File: config.mk
export PLATFORM = sky130hd
export DESIGN_NAME = clock_request_gating
export DESIGN_NICKNAME = d
export VERILOG_FILES = /design/src/inc/clk_gate_pkg.sv /design/src/core/clock_gate_lane.sv /design/src/core/clock_request_gating.sv
export SDC_FILE = /design/constraint.sdc
export NUM_CORES = 1
export LEC_CHECK = 0
export ABC_CLOCK_PERIOD_IN_PS = 1250
export BUFFER_PORTS_ARGS = -buffer_cell sky130_fd_sc_hd__buf_2
export CORE_MARGIN = 4
export CORE_UTILIZATION = 45
export CTS_CLUSTER_SIZE = 12
export DETAILED_ROUTE_END_ITERATION = 16
export PLACE_DENSITY = 0.73
export SETUP_SLACK_MARGIN = 0.02
export SLEW_MARGIN = 25
export SYNTH_ARGS = -nofsm -noshare
export SYNTH_HDL_FRONTEND = slang
export SYNTH_HIERARCHICAL = 1
export SYNTH_SLANG_ARGS = --single-unit
File: constraint.sdc
create_clock -name core_clk -period 1.25 [get_ports core_clk]
set_input_delay 0.1875 -clock core_clk [delete_from_list [all_inputs] [get_ports core_clk]]
set_output_delay 0.1875 -clock core_clk [all_outputs]
set_load 0.01 [all_outputs]
File: src/inc/clk_gate_pkg.sv
// Purpose: Shared constants for the clock request and output gating block
// Assumes: Source clock is sampled by the 200 MHz core clock
// Notes: Reset values give the default configuration
package clk_gate_pkg;
    localparam int NUM_OUT = 4;
    localparam int DRV_W = 2;
    localparam int TAP_DEPTH = 4;
    // Tap used by the delayed pair in the alternative EMI method
    localparam int PAIR_TAP = 2;
    // Lanes 2 and 4 are inverted in the alternative EMI method
    localparam logic [3:0] INV_MASK = 4'ha;
    localparam logic [3:0] RST_ACT_LOW = 4'h0;
    localparam logic [3:0] RST_OVERRIDE = 4'h0;
    localparam logic [3:0] RST_REQ_VALUE = 4'h0;
    localparam logic [7:0] RST_DRIVE = 8'h00;
    localparam logic RST_EMI_ALT = 1'b0;
    localparam logic RST_AC_COUPLED = 1'b0;
    localparam logic RST_SREQ_FORCE = 1'b0;
    localparam logic RST_SREQ_LOW = 1'b0;
    localparam logic [3:0] RST_TAPS = 4'h0;
endpackage
File: src/core/clock_gate_lane.sv
// Purpose: One gated clock output, opened and closed on a falling edge
// Assumes: tap is a registered copy of the (skewed, maybe inverted) clock
// Notes: With the tap stopped low the gate cannot change, by design
`timescale 1ns/100ps
`default_nettype none
module clock_gate_lane (
    input wire logic core_clk,
    input wire logic rst_n,
    input wire logic tap,
    input wire logic want,
    output logic out
);
    logic prev_reg;
    logic prev_next;
    logic gate_reg;
    logic gate_next;
    logic out_reg;
    logic out_next;
    logic fall;

    always_comb begin
        fall = prev_reg & ~tap;
        prev_next = tap;
        // Gate moves only while the clock is low, so no partial pulse
        gate_next = fall ? want : gate_reg;
        out_next = gate_next & tap;
    end

    always_ff @(posedge core_clk or negedge rst_n) begin
        if (!rst_n) begin
            prev_reg <= 1'b0;
            gate_reg <= 1'b0;
            out_reg <= 1'b0;
        end else begin
            prev_reg <= prev_next;
            gate_reg <= gate_next;
            out_reg <= out_next;
        end
    end

    assign out = out_reg;
endmodule
`default_nettype wire

File: src/core/clock_request_gating.sv
// Purpose: Request driven, glitch free gating of four clock outputs
// Assumes: All inputs synchronous to core_clk; cfg_commit marks the final ack
// Notes: Skew is in whole core_clk cycles of the sampled source clock
//
// How it works
// - One source clock feeds four outputs
// - Each output has its own request
// - Default: output runs while request high
// - Request polarity programmable per output
// - Config may override each request directly
// - Outputs start only on the falling edge of their own lane tap
// - Requests drive source request and regulator
// - Drive strength selectable in four steps
// - Default EMI: every output skewed individually
// - Alternative EMI: invert two, delay one pair
// - Input selectable DC or AC coupled
// - AC bias on only with source request
// - Shutdown fully disables input stage
// - Enable low puts everything in low power
// - Source request: any request, force, polarity
// - New config applies at final acknowledge
`timescale 1ns/100ps
`default_nettype none
module clock_request_gating (
    input wire logic core_clk,
    input wire logic rst_n,
    input wire logic enable,
    input wire logic source_clock_in,
    input wire logic request_in_1,
    input wire logic request_in_2,
    input wire logic request_in_3,
    input wire logic request_in_4,
    input wire logic cfg_commit,
    input wire logic [3:0] cfg_req_active_low,
    input wire logic [3:0] cfg_req_override,
    input wire logic [3:0] cfg_req_value,
    input wire logic [7:0] cfg_drive,
    input wire logic cfg_emi_alt,
    input wire logic cfg_ac_coupled,
    input wire logic cfg_sreq_force,
    input wire logic cfg_sreq_active_low,
    output logic clock_out_1,
    output logic clock_out_2,
    output logic clock_out_3,
    output logic clock_out_4,
    output logic source_clock_request,
    output logic regulator_enable,
    output logic input_stage_enable,
    output logic input_bias_enable,
    output logic [7:0] drive_strength,
    output logic ac_coupled_mode
);
    // Configuration shadow
    logic [3:0] act_low_reg;
    logic [3:0] act_low_next;
    logic [3:0] override_reg;
    logic [3:0] override_next;
    logic [3:0] req_value_reg;
    logic [3:0] req_value_next;
    logic [7:0] drive_reg;
    logic [7:0] drive_next;
    logic emi_alt_reg;
    logic emi_alt_next;
    logic ac_reg;
    logic ac_next;
    logic sreq_force_reg;
    logic sreq_force_next;
    logic sreq_low_reg;
    logic sreq_low_next;

    always_comb begin
        act_low_next = act_low_reg;
        override_next = override_reg;
        req_value_next = req_value_reg;
        drive_next = drive_reg;
        emi_alt_next = emi_alt_reg;
        ac_next = ac_reg;
        sreq_force_next = sreq_force_reg;
        sreq_low_next = sreq_low_reg;
        // Loaded as a set so a half written setup is never seen
        if (cfg_commit) begin
            act_low_next = cfg_req_active_low;
            override_next = cfg_req_override;
            req_value_next = cfg_req_value;
            drive_next = cfg_drive;
            emi_alt_next = cfg_emi_alt;
            ac_next = cfg_ac_coupled;
            sreq_force_next = cfg_sreq_force;
            sreq_low_next = cfg_sreq_active_low;
        end
    end

    always_ff @(posedge core_clk or negedge rst_n) begin
        if (!rst_n) begin
            act_low_reg <= clk_gate_pkg::RST_ACT_LOW;
            override_reg <= clk_gate_pkg::RST_OVERRIDE;
            req_value_reg <= clk_gate_pkg::RST_REQ_VALUE;
            drive_reg <= clk_gate_pkg::RST_DRIVE;
            emi_alt_reg <= clk_gate_pkg::RST_EMI_ALT;
            ac_reg <= clk_gate_pkg::RST_AC_COUPLED;
            sreq_force_reg <= clk_gate_pkg::RST_SREQ_FORCE;
            sreq_low_reg <= clk_gate_pkg::RST_SREQ_LOW;
        end else begin
            act_low_reg <= act_low_next;
            override_reg <= override_next;
            req_value_reg <= req_value_next;
            drive_reg <= drive_next;
            emi_alt_reg <= emi_alt_next;
            ac_reg <= ac_next;
            sreq_force_reg <= sreq_force_next;
            sreq_low_reg <= sreq_low_next;
        end
    end

    // Request logic
    logic [3:0] req_pins;
    logic [3:0] req_eff;
    logic [3:0] want;
    logic any_req;
    logic active_reg;
    logic active_next;
    logic sreq_out_reg;
    logic sreq_out_next;
    logic bias_reg;
    logic bias_next;

    assign req_pins = {request_in_4, request_in_3, request_in_2, request_in_1};

    always_comb begin
        // Pin polarity first, then the direct override
        req_eff = override_reg & req_value_reg
            | ~override_reg & (req_pins ^ act_low_reg);
        any_req = |req_eff;
        want = req_eff & {clk_gate_pkg::NUM_OUT{enable}};
        active_next = enable & (any_req | sreq_force_reg);
        sreq_out_next = active_next ^ sreq_low_reg;
        // Committed AC bit, so the bias never outlives AC mode
        bias_next = active_next & ac_next;
    end

    always_ff @(posedge core_clk or negedge rst_n) begin
        if (!rst_n) begin
            active_reg <= 1'b0;
            sreq_out_reg <= 1'b0;
            bias_reg <= 1'b0;
        end else begin
            active_reg <= active_next;
            sreq_out_reg <= sreq_out_next;
            bias_reg <= bias_next;
        end
    end

    // Input stage and skew line
    logic [3:0] tap_reg;
    logic [3:0] tap_next;
    logic [3:0] live_reg;
    logic [3:0] live_next;

    always_comb begin
        // Stage off forces the internal clock low even if the source toggles
        tap_next = {tap_reg[2:0], source_clock_in & active_reg};
        // Stage activity delayed in step with the taps
        live_next = {live_reg[2:0], active_reg};
    end

    always_ff @(posedge core_clk or negedge rst_n) begin
        if (!rst_n) begin
            tap_reg <= clk_gate_pkg::RST_TAPS;
            live_reg <= clk_gate_pkg::RST_TAPS;
        end else begin
            tap_reg <= tap_next;
            live_reg <= live_next;
        end
    end

    // Output lanes
    logic [3:0] lane_tap;
    logic [3:0] lane_out;

    genvar i;
    generate
        for (i = 0; i < clk_gate_pkg::NUM_OUT; i++) begin : g_lane
            localparam int ALT_TAP = (i >= 2) ? clk_gate_pkg::PAIR_TAP : 0;
            // Inverted lanes gate on their own falling edge, not the source's
            // Live mask drops an inverted tap once the stage stops, else it idles high
            assign lane_tap[i] = emi_alt_reg
                ? ((tap_reg[ALT_TAP] ^ clk_gate_pkg::INV_MASK[i])
                    & live_reg[ALT_TAP])
                : tap_reg[i];
            clock_gate_lane u_lane (
                .core_clk(core_clk),
                .rst_n(rst_n),
                .tap(lane_tap[i]),
                .want(want[i]),
                .out(lane_out[i])
            );
        end
    endgenerate

    assign clock_out_1 = lane_out[0];
    assign clock_out_2 = lane_out[1];
    assign clock_out_3 = lane_out[2];
    assign clock_out_4 = lane_out[3];
    assign source_clock_request = sreq_out_reg;
    assign regulator_enable = active_reg;
    assign input_stage_enable = active_reg;
    assign input_bias_enable = bias_reg;
    assign drive_strength = drive_reg;
    assign ac_coupled_mode = ac_reg;
endmodule
`default_nettype wire

**Yosys cells after proc, flatten, opt, wreduce, memory -nomap -nowiden**

Cells that the tools add are included.

- $add $sub $neg: 0
- $mul: 0
- Div/mod/pow operators: 0
- $lt $le $gt $ge: 0
- Eq/ne operators: 0
- Shifts and indexed selects: 0
- Mux-type cells: 9
- Bitwise operators: 29
- Reductions and logical operators: 1

Operator list:

| cell | number |
|---|---|
| $and A1 B1 Y1 | 15 |
| $and A4 B4 Y4 | 3 |
| $mux W1 | 9 |
| $not A1 Y1 | 6 |
| $not A4 Y4 | 1 |
| $or A4 B4 Y4 | 1 |
| $reduce_or A4 Y1 | 1 |
| $xor A4 B4 Y4 | 1 |
| $or A1 B1 Y1 | 1 |
| $xor A1 B1 Y1 | 1 |

- Flip-flop bits (word level): 46
- Latch bits: 0
- Bits in writable memories: 0
- Bits in read-only memories: 0
- Bits of input ports: 33
- Output and inout bits: 17
- Memories kept: 0

**Longest topological paths before layout**

Gate-level depths: netlist (run 1).

- Depth in word-level cells: 7
- Gate-level depth with buffers: 4
- Depth with buffers taken out: 4

**By module**

The synthesis (run 1) kept the hierarchy.

Modules (own cells, without submodules):

| module | times used | cells an instance | area each (um^2) | seq. area each (um^2) |
|---|---|---|---|---|
| clock_request_gating | 1 | 93 | 1338.8 | 850.8 |
| clock_gate_lane | 4 | 6 | 103.8 | 75.1 |

**Worst setup path before layout (run 1)**

No wires, ideal clock.

- Path type: flip-flop to flip-flop
- Start point: reg override_reg[1]
- End point: reg sreq_out_reg (netlist: source_clock_request)
- Setup time: 0.125 ns
- Arrival time: 1.229 ns
- Required time: 1.125 ns
- Setup slack: -0.104 ns
- Stages on the path, launching flop included: 5
- Buffers on the path: 0
- Period minus slack after synthesis: 1.354 ns
- Cells stage by stage: dfrtp_1 or2_0 o22a_1 o41a_1 xor2_1

- Cells in the longest elaborated chain, start to end: 7
- Elaborated cells between the ends (all ways): 8

Ends and longest elaborated chain:

| item | RTL line | RTL |
|---|---|---|
| start: declaration | clock_request_gating.sv:56 | `logic [3:0] override_reg;` |
| start signal: assignment | clock_request_gating.sv:96 | `override_reg <= clk_gate_pkg::RST_OVERRIDE;` |
| start signal: assignment | clock_request_gating.sv:105 | `override_reg <= override_next;` |
| $not A4 Y4 | clock_request_gating.sv:132 | `\| ~override_reg & (req_pins ^ act_low_reg);` |
| $and A4 B4 Y4 | clock_request_gating.sv:132 |  |
| $or A4 B4 Y4 (*) | clock_request_gating.sv:132 |  |
| $reduce_or A4 Y1 (*) | clock_request_gating.sv:133 | `any_req = \|req_eff;` |
| $or A1 B1 Y1 (*) | clock_request_gating.sv:135 | `active_next = enable & (any_req \| sreq_force_reg);` |
| $and A1 B1 Y1 (*) | clock_request_gating.sv:135 |  |
| net active_next | clock_request_gating.sv:121 | `logic active_next;` |
| $xor A1 B1 Y1 (*) | clock_request_gating.sv:136 | `sreq_out_next = active_next ^ sreq_low_reg;` |
| net sreq_out_next | clock_request_gating.sv:123 | `logic sreq_out_next;` |
| end signal: assignment | clock_request_gating.sv:148 | `sreq_out_reg <= sreq_out_next;` |
| end: declaration | clock_request_gating.sv:122 | `logic sreq_out_reg;` |

The timed path passes the listed nets; every way through them passes the cells marked *.
A chain may end at the register's enable or synchronous reset.

**Worst setup path after layout (run 1)**

- Start point: reg override_reg[1]
- End point: reg bias_reg (netlist: input_bias_enable)

- Cells in the longest elaborated chain, start to end: 7
- Elaborated cells between the ends (all ways): 8

Ends and longest elaborated chain:

| item | RTL line | RTL |
|---|---|---|
| $not A4 Y4 | clock_request_gating.sv:132 |  |
| $and A4 B4 Y4 | clock_request_gating.sv:132 |  |
| $or A4 B4 Y4 (*) | clock_request_gating.sv:132 |  |
| $reduce_or A4 Y1 (*) | clock_request_gating.sv:133 |  |
| $or A1 B1 Y1 (*) | clock_request_gating.sv:135 |  |
| $and A1 B1 Y1 (*) | clock_request_gating.sv:135 |  |
| net active_next | clock_request_gating.sv:121 |  |
| $and A1 B1 Y1 (*) | clock_request_gating.sv:138 | `bias_next = active_next & ac_next;` |
| net bias_next | clock_request_gating.sv:125 | `logic bias_next;` |
| end signal: assignment | clock_request_gating.sv:149 | `bias_reg <= bias_next;` |
| end: declaration | clock_request_gating.sv:124 | `logic bias_reg;` |

Marks and branches as above.

==> results.toml, run 1 <==
[route]
first_iter_violations = 66
routed_wl_um = 3270
drtPass1Iterations = 4
routedWlPerCell_um = 14.2
drc_errors = 0
vias = 1096
postRouteAntennaNets = 0
vias_per_cell = 4.77

[clock_network]
cts_root_buffer = "clkbuf_8"
clkLatencyLatePin_ps = 290
clock-sinks = 46
cts.clk_slew.worst_paths_ps = 80
clk_path_buf_depth = 2
cts_tree = "built"
htree_levels = 2
cts-buffers-inserted = 5

[logic_synthesis]
synth_area_leaders = "dfrtp_1 (66%), mux2_2 (15%), mux2_4 (3.4%)"
synth_cells = 117
synth_top_area_cell = "dfrtp_1"
syn_area_um2 = 1750
yosysWarnings = 6
yosys.cell_count.top_type = "dfrtp_1"
yosys.cell_types.count = 22
synthTopCellsByCount = "dfrtp_1 (46), mux2_2 (24), and2_1 (5), nand2b_1 (5)"
synth-seq-cells = 46
synth-main-ff-cell = "dfrtp_1"
synth_top_cell_area_share = 0.656
postSynth.asyncResetShare = 1.00
syn_area_per_cell_um2 = 15.0
yosysSeqAreaShare = 0.656
syn_nets = 150
synth_edf_count = 0

[critical_path]
cp-startpoint = "override_reg[1]$_DFFE_PN0P_"
reg2reg_from = "override_reg[1]$_DFFE_PN0P_"
path_class = "flip-flop to flip-flop"
cp_data_arrival_time_ps = 1610
cp.buffers_inverters = 0
cp_max_fo = 3
critPathLaunchType = "flip-flop"
cpLargestDelayFamily = "compound AO/OA/AOI/OAI gates"
required_ps = 1440
slowest_delay_ps = 380
path_cells = "or2_0 -> o22a_1 -> o41a_1 -> and2_1"
setup.worst_path.end_class = "flip-flop"
crit_slowest_cell = "dfrtp_1"

[power_and_ir_drop]
leakage_nw = 1.13
total_power_mw = 3.19
ir_drop_v = 0.000693
power_density_nw_per_um2 = 1390

[sta]
setup_viol = 3
maxSlewViolCount = 0
rsz0062_at_grt = "true"
tightest_slew_ps = 387
finalCritPeriodShare = 1.14
clock_skew_ps = 3.61
setup_ws_ps = -169
hold_viol = 0
hold-worst-slack_ps = 118
relSlewSlack = 0.742
finalWorstPathRequiredPeriod_ps = 1420
fmax_mhz = 705

[die]
ioPinCount = 50
die_w_um = 70.4
design.die.area_um2 = 4960
design.core.area_um2 = 3720
start_util = 0.472
rows = 22
fp.dieH_um = 70.4

[worst_hold_path]
hp-class = "input pin to flip-flop"
hp-start = "source_clock_in"

[grt]
antenna_found_initial = 0
first_global_vias = 1273
grt.total_usage = 0.147
grt_max_degree = 23
overflow = 0
grt_pass1_wl_um = 5710

[final_layout]
fillers = 304
area_delta_synth_final_pct = 31.0
seq_area_um2 = 1150
largest_reg_flops = 8
multiInputGateArea_um2 = 617
diodes = 0
layout.nets = 214
drive_above_1_share = 0.599

[placement]
dp_hpwl_um = 2490
place_congestion = 0.726
portBuffers = 49

[run_status]
outcome = "complete, but fails checks"
violations = "setup timing"

[run]
drv_cap = 0
worst paths after layout:
path	endpoint	slack (ps)	cells after the start
min	tap_reg[0]$_DFF_PN0_	120	2
max reg2reg	input_bias_enable$_DFF_PN0_	-170	4
max	input_bias_enable$_DFF_PN0_	-170	4
min in group asynchronous	g_lane[3].u_lane/out$_DFF_PN0_	340	2
max in group asynchronous	drive_strength[7]$_DFFE_PN0P_	440	3
min reg2reg	live_reg[2]$_DFF_PN0_	360	0
placed cells by master, fill, tap and decap left out, types with 2 or more instances in the layout:
| master | n |
|---|---|
| clkbuf_8 | 6 |
| nand2_1 | 3 |
| nand2b_4 | 4 |
| mux2_2 | 24 |
| xnor2_1 | 3 |
| and2_2 | 4 |
| mux2_4 | 4 |
| a21boi_2 | 2 |
| xor2_1 | 2 |
| o21ai_1 | 3 |
| buf_12 | 2 |
| buf_4 | 9 |
| buf_2 | 49 |
| dfrtp_1 | 45 |
| and2_1 | 5 |
| inv_1 | 4 |
stage by stage:
stage | utilization | worst slack, ps | area, um^2 | TNS (ps) | std cells
6_report | 0.619 | -169 | 2300 | -358 | 230
5_1_grt | 0.619 | -231 | 2300 | -634 | 230
2_1_floorplan | - | -104 | 1750 | -201 | 117
3_5_place_dp | 0.569 | -162 | 2120 | -504 | 217
4_1_cts | 0.608 | -175 | 2260 | -370 | 227
3_3_place_gp | 0.569 | -116 | 2120 | -264 | 217
power breakdown:
part | leakage [nW] | internal (mW) | switching, mW
clock network | 0.0482 | 0.446 | 0.459
registers | 0.562 | 1.66 | 0.0992
logic | 0.521 | 0.317 | 0.211
cells by family (layout without fill, tap and decap cells):
logic type      Yosys count  after routing  synth area share
flops                    46             46             0.656
xor+xnor                  5              5            0.0250
buf+inv                   8             73            0.0207
simple gates             20             20            0.0692
compound gates           10             10            0.0407
mux                      28             28             0.188
area by class of cell:
cell class | count | share of cell area
Inverter | 4 | 0.00653
Clock inverter | 1 | 0.00218
Timing Repair Buffer | 61 | 0.158
Sequential cell | 46 | 0.501
Multi-Input combinational cell | 63 | 0.268
Clock buffer | 7 | 0.0376
Tap cell | 48 | 0.0261
what timing repair did:
action | CTS | global route
resized for setup | 10 | 3
setup buffers | 1 | 3
endpoints found under the setup margin | 7 | 7
hold endpoints to repair | 15 | 0
hold buffers | 1 | 0
cloned | 0 | 0
pin swaps | 1 | 7
metal layers:
layer / track usage / vias up / wire length, um
li1: - / 518 / -
met1: 0.166 / 532 / 1290
met2: 0.255 / 43 / 1670
met3: 0.0619 / 3 / 286
met4: 0.0383 / 0 / 31
met5: 0 / - / 0
Power figures use the tool's default switching activity.
==> run 2: changes to the inputs <==
Settings changed: PLACE_DENSITY 0.73 to unset, PLACE_DENSITY_LB_ADDON set to 0.12.
==> run 2 against run 1 <==
The flow still finishes with violations (setup timing). Fmax barely moved. Critical path depth did not move. Worst hold slack barely moved. Utilization fell by 0.51 points. Final cell count fell by 2.2%. First-iteration DRC count fell by 26%. Critical path type unchanged. Largest cell class unchanged.
==> results.toml, run 2 (synthesized netlist as in run 1, its figures left out) <==
[run_status]
outcome = "complete, but fails checks"
violations = "setup timing"

[route]
postRouteAntennaNets = 0
drtPass1Iterations = 2
first_iter_violations = 49
route.met3.wl_um = 199
vias_per_cell = 4.72
met1Wirelength_um = 1220
top_layer = "met4"
vias = 1063
routed_wl_um = 3000
wl_met2_um = 1550
routedWlPerCell_um = 13.3
drc_errors = 0

[sta]
clock_skew_ps = 7.83
setup_viol = 3
maxSlewViolCount = 0
relSlewSlack = 0.844
finalWorstPathRequiredPeriod_ps = 1420
fmax_mhz = 705
tightest_slew_ps = 234
hold-worst-slack_ps = 119
setup_ws_ps = -169
rsz0062_at_grt = "true"
finalCritPeriodShare = 1.14
hold_viol = 0

[clock_network]
clkLatencyLatePin_ps = 280
clk_path_buf_depth = 2
cts.clk_slew.worst_paths_ps = 80
cts_root_buffer = "clkbuf_8"
htree_levels = 2
clock-sinks = 46
cts-buffers-inserted = 5
cts_tree = "built"

[power_and_ir_drop]
ir_drop_v = 0.000801
intPower_mw = 2.60
seqPwrFrac = 0.527
p_switching_mw = 0.727
power_frac_clock = 0.324
power_density_nw_per_um2 = 1460
pwr-share-comb = 0.149
leakage_nw = 1.12
p_sw_frac = 0.219

[placement]
portBuffers = 49
dp_hpwl_um = 2230
place_congestion = 0.721

[critical_path]
cp-endpoint = "source_clock_request$_DFF_PN0_"
path_class = "flip-flop to flip-flop"
reg2reg_from = "override_reg[1]$_DFFE_PN0P_"
cp_data_arrival_time_ps = 1590
cp-startpoint = "override_reg[1]$_DFFE_PN0P_"
worstRegToRegCells = 4
r2r-end = "source_clock_request$_DFF_PN0_"
critPathLaunchType = "flip-flop"
setup.worst_path.end_class = "flip-flop"
required_ps = 1420
ff2ff_setup_slack_ps = -170
cp_max_fo = 3

[die]
start_util = 0.472
ioPinCount = 50
die_w_um = 70.4
fp.dieH_um = 70.4
design.core.area_um2 = 3720
rows = 22
design.die.area_um2 = 4960

[final_layout]
fillers = 295
diodes = 0
layout.nets = 210
fin_util = 0.613
drive_above_1_share = 0.582
layout_common_cells = "buf_2 (49), dfrtp_1 (45), mux2_2 (24)"
final_common_cell = "buf_2"
area_delta_synth_final_pct = 30.0
largest_reg_flops = 8

[grt]
grt_max_degree = 47
overflow = 0
grt_pass1_wl_um = 5260
first_global_vias = 1178
grt.total_usage = 0.135
antenna_found_initial = 0

[worst_hold_path]
hp-start = "source_clock_in"
hp-class = "input pin to flip-flop"
whs_path_depth = 2

[run]
drv_cap = 0
-- run 2: worst min-delay path by stage --
stage                                                end  slack, ps
after CTS                           tap_reg[0]$_DFF_PN0_        110
after global routing                tap_reg[0]$_DFF_PN0_        110
after detailed placement  g_lane[3].u_lane/out$_DFF_PN0_        180
final                               tap_reg[0]$_DFF_PN0_        120
after global placement    g_lane[3].u_lane/out$_DFF_PN0_        180
after floorplan                ac_coupled_mode$_DFF_PN0_       -110
-- run 2: layout make-up --
class                   instances  area [um^2]  share of cell area
clock buffers                   6         82.6              0.0362
clock inverters                 1         30.0              0.0132
multi-input cells              63          607               0.266
inverters                       4         15.0             0.00659
repair buffers                 57          333               0.146
flip-flops and latches         46         1150               0.505
well taps                      48         60.1              0.0263
-- run 2: worst max-delay path, cell delays in order, from the launching register on --
cell and delay, ps:
dfrtp_1 390, or2_0 220, o22a_1 170, o41a_1 360, xor2_1 160
-- run 2: power groups by stage --
stage / clock (mW) / sequential [mW] / combinational [mW]
floorplan: 0 / 1.78 / 0.254
global placement: 0 / 1.76 / 0.469
detailed placement: 0 / 1.77 / 0.478
CTS: 1.12 / 1.75 / 0.490
global route: 1.19 / 1.77 / 0.545
finish: 1.08 / 1.75 / 0.495
-- run 2: per-stage QoR --
stage                     area (um^2)  power (mW)  TNS [ps]  setup WS [ps]  std cells
after floorplan                  1750        2.03      -201           -104        117
after global placement           2110        2.23      -258           -108        216
after detailed placement         2110        2.25      -502           -172        216
after CTS                        2250        3.36      -373           -175        224
after global routing             2280        3.51      -572           -215        225
final                            2280        3.32      -361           -169        225
-- run 2: per-layer routing --
metal / vias up / GRT usage
met5: - / 0
met3: 4 / 0.0446
met2: 34 / 0.229
li1: 513 / -
met1: 512 / 0.157
met4: 0 / 0.0511
-- run 2: what timing repair did --
| action | 4_1_cts | 5_1_grt |
|---|---|---|
| resized for setup | 7 | 4 |
| setup buffers | 0 | 1 |
| pin swaps | 1 | 6 |
| hold buffers | 1 | 0 |
| setup endpoints to repair | 7 | 7 |
| endpoints found under the hold margin | 46 | 0 |
==> run 3: changes to the inputs <==
Settings changed: ABC_AREA set to 1, CORE_UTILIZATION 45 to 46.
==> run 3 against run 2 <==
The run now ends clean. Clock power decreased by 17%. Die area increased by 4.4%. Sequential share of layout area decreased by 0.30 points. Utilization decreased by 1.0 points. Clock skew about the same. Clock-buffer cell count increased by 1. First-iteration DRC count increased by 39%. Largest power group unchanged.
==> results.toml, run 3 <==
[run_status]
outcome = "complete, no violations"

[critical_path]
setup.worst_path.end_class = "flip-flop"
cp_data_arrival_time_ps = 1300
worstRegToRegCells = 8
reg2reg_from = "act_low_reg[2]$_DFFE_PN0P_"
required_ps = 1440
ff2ff_setup_slack_ps = 130
path_class = "flip-flop to flip-flop"
critPathLaunchType = "flip-flop"
cp_max_fo = 2
r2r-end = "g_lane[2].u_lane/out$_DFF_PN0_"

[sta]
rsz0062_at_grt = "false"
hold_viol = 0
clock_skew_ps = 7.71
maxSlewViolCount = 0
finalCritPeriodShare = 0.892
finalWorstPathRequiredPeriod_ps = 1120
setup_ws_ps = 135
relSlewSlack = 0.842
tightest_slew_ps = 237
setup_tns_ps = 0
fmax_mhz = 897
setup_viol = 0
hold-worst-slack_ps = 73.8

[power_and_ir_drop]
ir_drop_v = 0.000912
power_frac_clock = 0.287
p_switching_mw = 0.804
pwr-share-comb = 0.163
p_sw_frac = 0.257
leakage_nw = 1.27
intPower_mw = 2.33
seqPwrFrac = 0.550
power_density_nw_per_um2 = 1370

[clock_network]
cts_root_buffer = "clkbuf_8"
clock-sinks = 46
post_cts_buffers = 0
cts.clk_slew.worst_paths_ps = 80
clk_path_buf_depth = 2
cts-buffers-inserted = 5
clkLatencyLatePin_ps = 290
htree_levels = 2
cts_tree = "built"

[logic_synthesis]
syn_area_per_cell_um2 = 10.2
syn_area_um2 = 1880
syn_nets = 217
synth-seq-cells = 46
yosys.cell_count.top_type = "dfrtp_1"
yosysSeqAreaShare = 0.611
synth_top_cell_area_share = 0.611
synth-main-ff-cell = "dfrtp_1"
synth_top_area_cell = "dfrtp_1"
postSynth.asyncResetShare = 1.00
synth_edf_count = 0
synthTopCellsByCount = "dfrtp_1 (46), nand2_1 (44), inv_1 (30), nor2_1 (10), o21ai_0 (10)"
yosys.cell_types.count = 19
synth_area_leaders = "dfrtp_1 (61%), nand2_1 (8.8%), mux2_4 (6.4%)"
yosysWarnings = 6
synth_cells = 184

[grt]
first_global_vias = 1262
grt.total_usage = 0.133
grt_pass1_wl_um = 5290
grt_max_degree = 47
overflow = 0
antenna_found_initial = 0

[route]
vias_per_cell = 4.45
drtPass1Iterations = 4
drc_errors = 0
first_iter_violations = 68
routed_wl_um = 3150
vias = 1277
routedWlPerCell_um = 11.0
postRouteAntennaNets = 0

[final_layout]
diodes = 0
drive_above_1_share = 0.360
multiInputGateArea_um2 = 558
layout_common_cells = "buf_2 (49), dfrtp_1 (46), nand2_1 (44)"
fin_area_um2 = 2290
seq_area_um2 = 1150
final_common_cell = "buf_2"
fin_util = 0.603
area_delta_synth_final_pct = 21.7
fillers = 341
largest_reg_flops = 8
layout.nets = 271

[worst_hold_path]
hold_path_end = "tap_reg[0]$_DFF_PN0_"
hp-start = "source_clock_in"
hp-class = "input pin to flip-flop"
whs_path_depth = 3

[die]
ioPinCount = 50
start_util = 0.496
die_w_um = 72.0
design.die.area_um2 = 5180
fp.dieH_um = 72.0
rows = 22
design.core.area_um2 = 3800

[run]
drv_cap = 0

[placement]
placed_cell_area_um2 = 2190
dp_hpwl_um = 2290
place_congestion = 0.751
dp_slack_ps = 144
portBuffers = 49
## run 3: cell types whose count changed after synthesis, sizes merged, moves of 3 or more
cell | previous run | this run
nor2 | 0 | 12
mux2 | 28 | 13
o21ai | 4 | 11
nand2 | 4 | 46
nand2b | 5 | 0
inv | 4 | 36
a21oi | 0 | 3
nand3 | 0 | 11
and2 | 9 | 0
## run 3: worst max-delay path by stage
stage / from / slack, ps / cells past startpoint / end
2_1_floorplan: act_low_reg[2]$_DFFE_PN0P_ / 250 / 8 / g_lane[2].u_lane/out$_DFF_PN0_
3_3_place_gp: act_low_reg[2]$_DFFE_PN0P_ / 160 / 8 / g_lane[2].u_lane/out$_DFF_PN0_
3_5_place_dp: act_low_reg[2]$_DFFE_PN0P_ / 140 / 8 / g_lane[2].u_lane/out$_DFF_PN0_
4_1_cts: act_low_reg[2]$_DFFE_PN0P_ / 130 / 8 / g_lane[2].u_lane/out$_DFF_PN0_
5_1_grt: emi_alt_reg$_DFFE_PN0P_ / 50 / 8 / g_lane[0].u_lane/out$_DFF_PN0_
6_report: act_low_reg[2]$_DFFE_PN0P_ / 130 / 8 / g_lane[2].u_lane/out$_DFF_PN0_
## run 3: power by group through the flow
stage,logic [mW],registers [mW],clock network (mW)
2_1_floorplan,0.301,1.76,0
3_3_place_gp,0.511,1.75,0
3_5_place_dp,0.519,1.75,0
4_1_cts,0.523,1.72,0.933
5_1_grt,0.585,1.74,1.01
6_report,0.510,1.72,0.900
## run 3: kinds of logic (layout without fill, tap and decap cells)
logic type | count (synthesis) | after routing | synth area share
AOI/OAI and AO/OA | 14 | 14 | 0.0372
xor gates and xnor gates | 1 | 1 | 0.00465
buffers and inverters | 41 | 96 | 0.0924
DFF | 46 | 46 | 0.611
muxes | 13 | 13 | 0.0937
and+or+nand+nor | 69 | 69 | 0.161
## run 3: worst max-delay path, stage by stage (launching register included)
cell and delay [ps]:
dfrtp_1 400, xnor2_1 150, nand2_1 60, nand2_1 110, nor2_1 50, inv_1 50
nand3_1 60, nand2_1 90, nor2_1 40
## run 3: layer usage
layer / global-route usage / routed length [um]
met1: 0.166 / 1450
met2: 0.203 / 1400
met3: 0.0609 / 271
met4: 0.0501 / 31
met5: 0 / 0
## run 3: layout make-up
type | instances | area share
Multi-Input combinational cell | 97 | 0.244
Tap cell | 48 | 0.0262
Timing Repair Buffer | 52 | 0.129
Clock buffer | 7 | 0.0377
Sequential cell | 46 | 0.502
Inverter | 36 | 0.0590
Clock inverter | 1 | 0.00218
## run 3: what timing repair did
item | CTS | global route
endpoints found under the setup margin | 0 | 2
endpoints found under the hold margin | 46 | 0
gates resized for setup | 0 | 1
hold buffers | 1 | 0
## run 3: stage by stage
stage	instances	power, mW
after floorplan	184	2.07
after global placement	278	2.26
after detailed placement	278	2.27
after CTS	287	3.18
after global routing	287	3.33
final	287	3.13
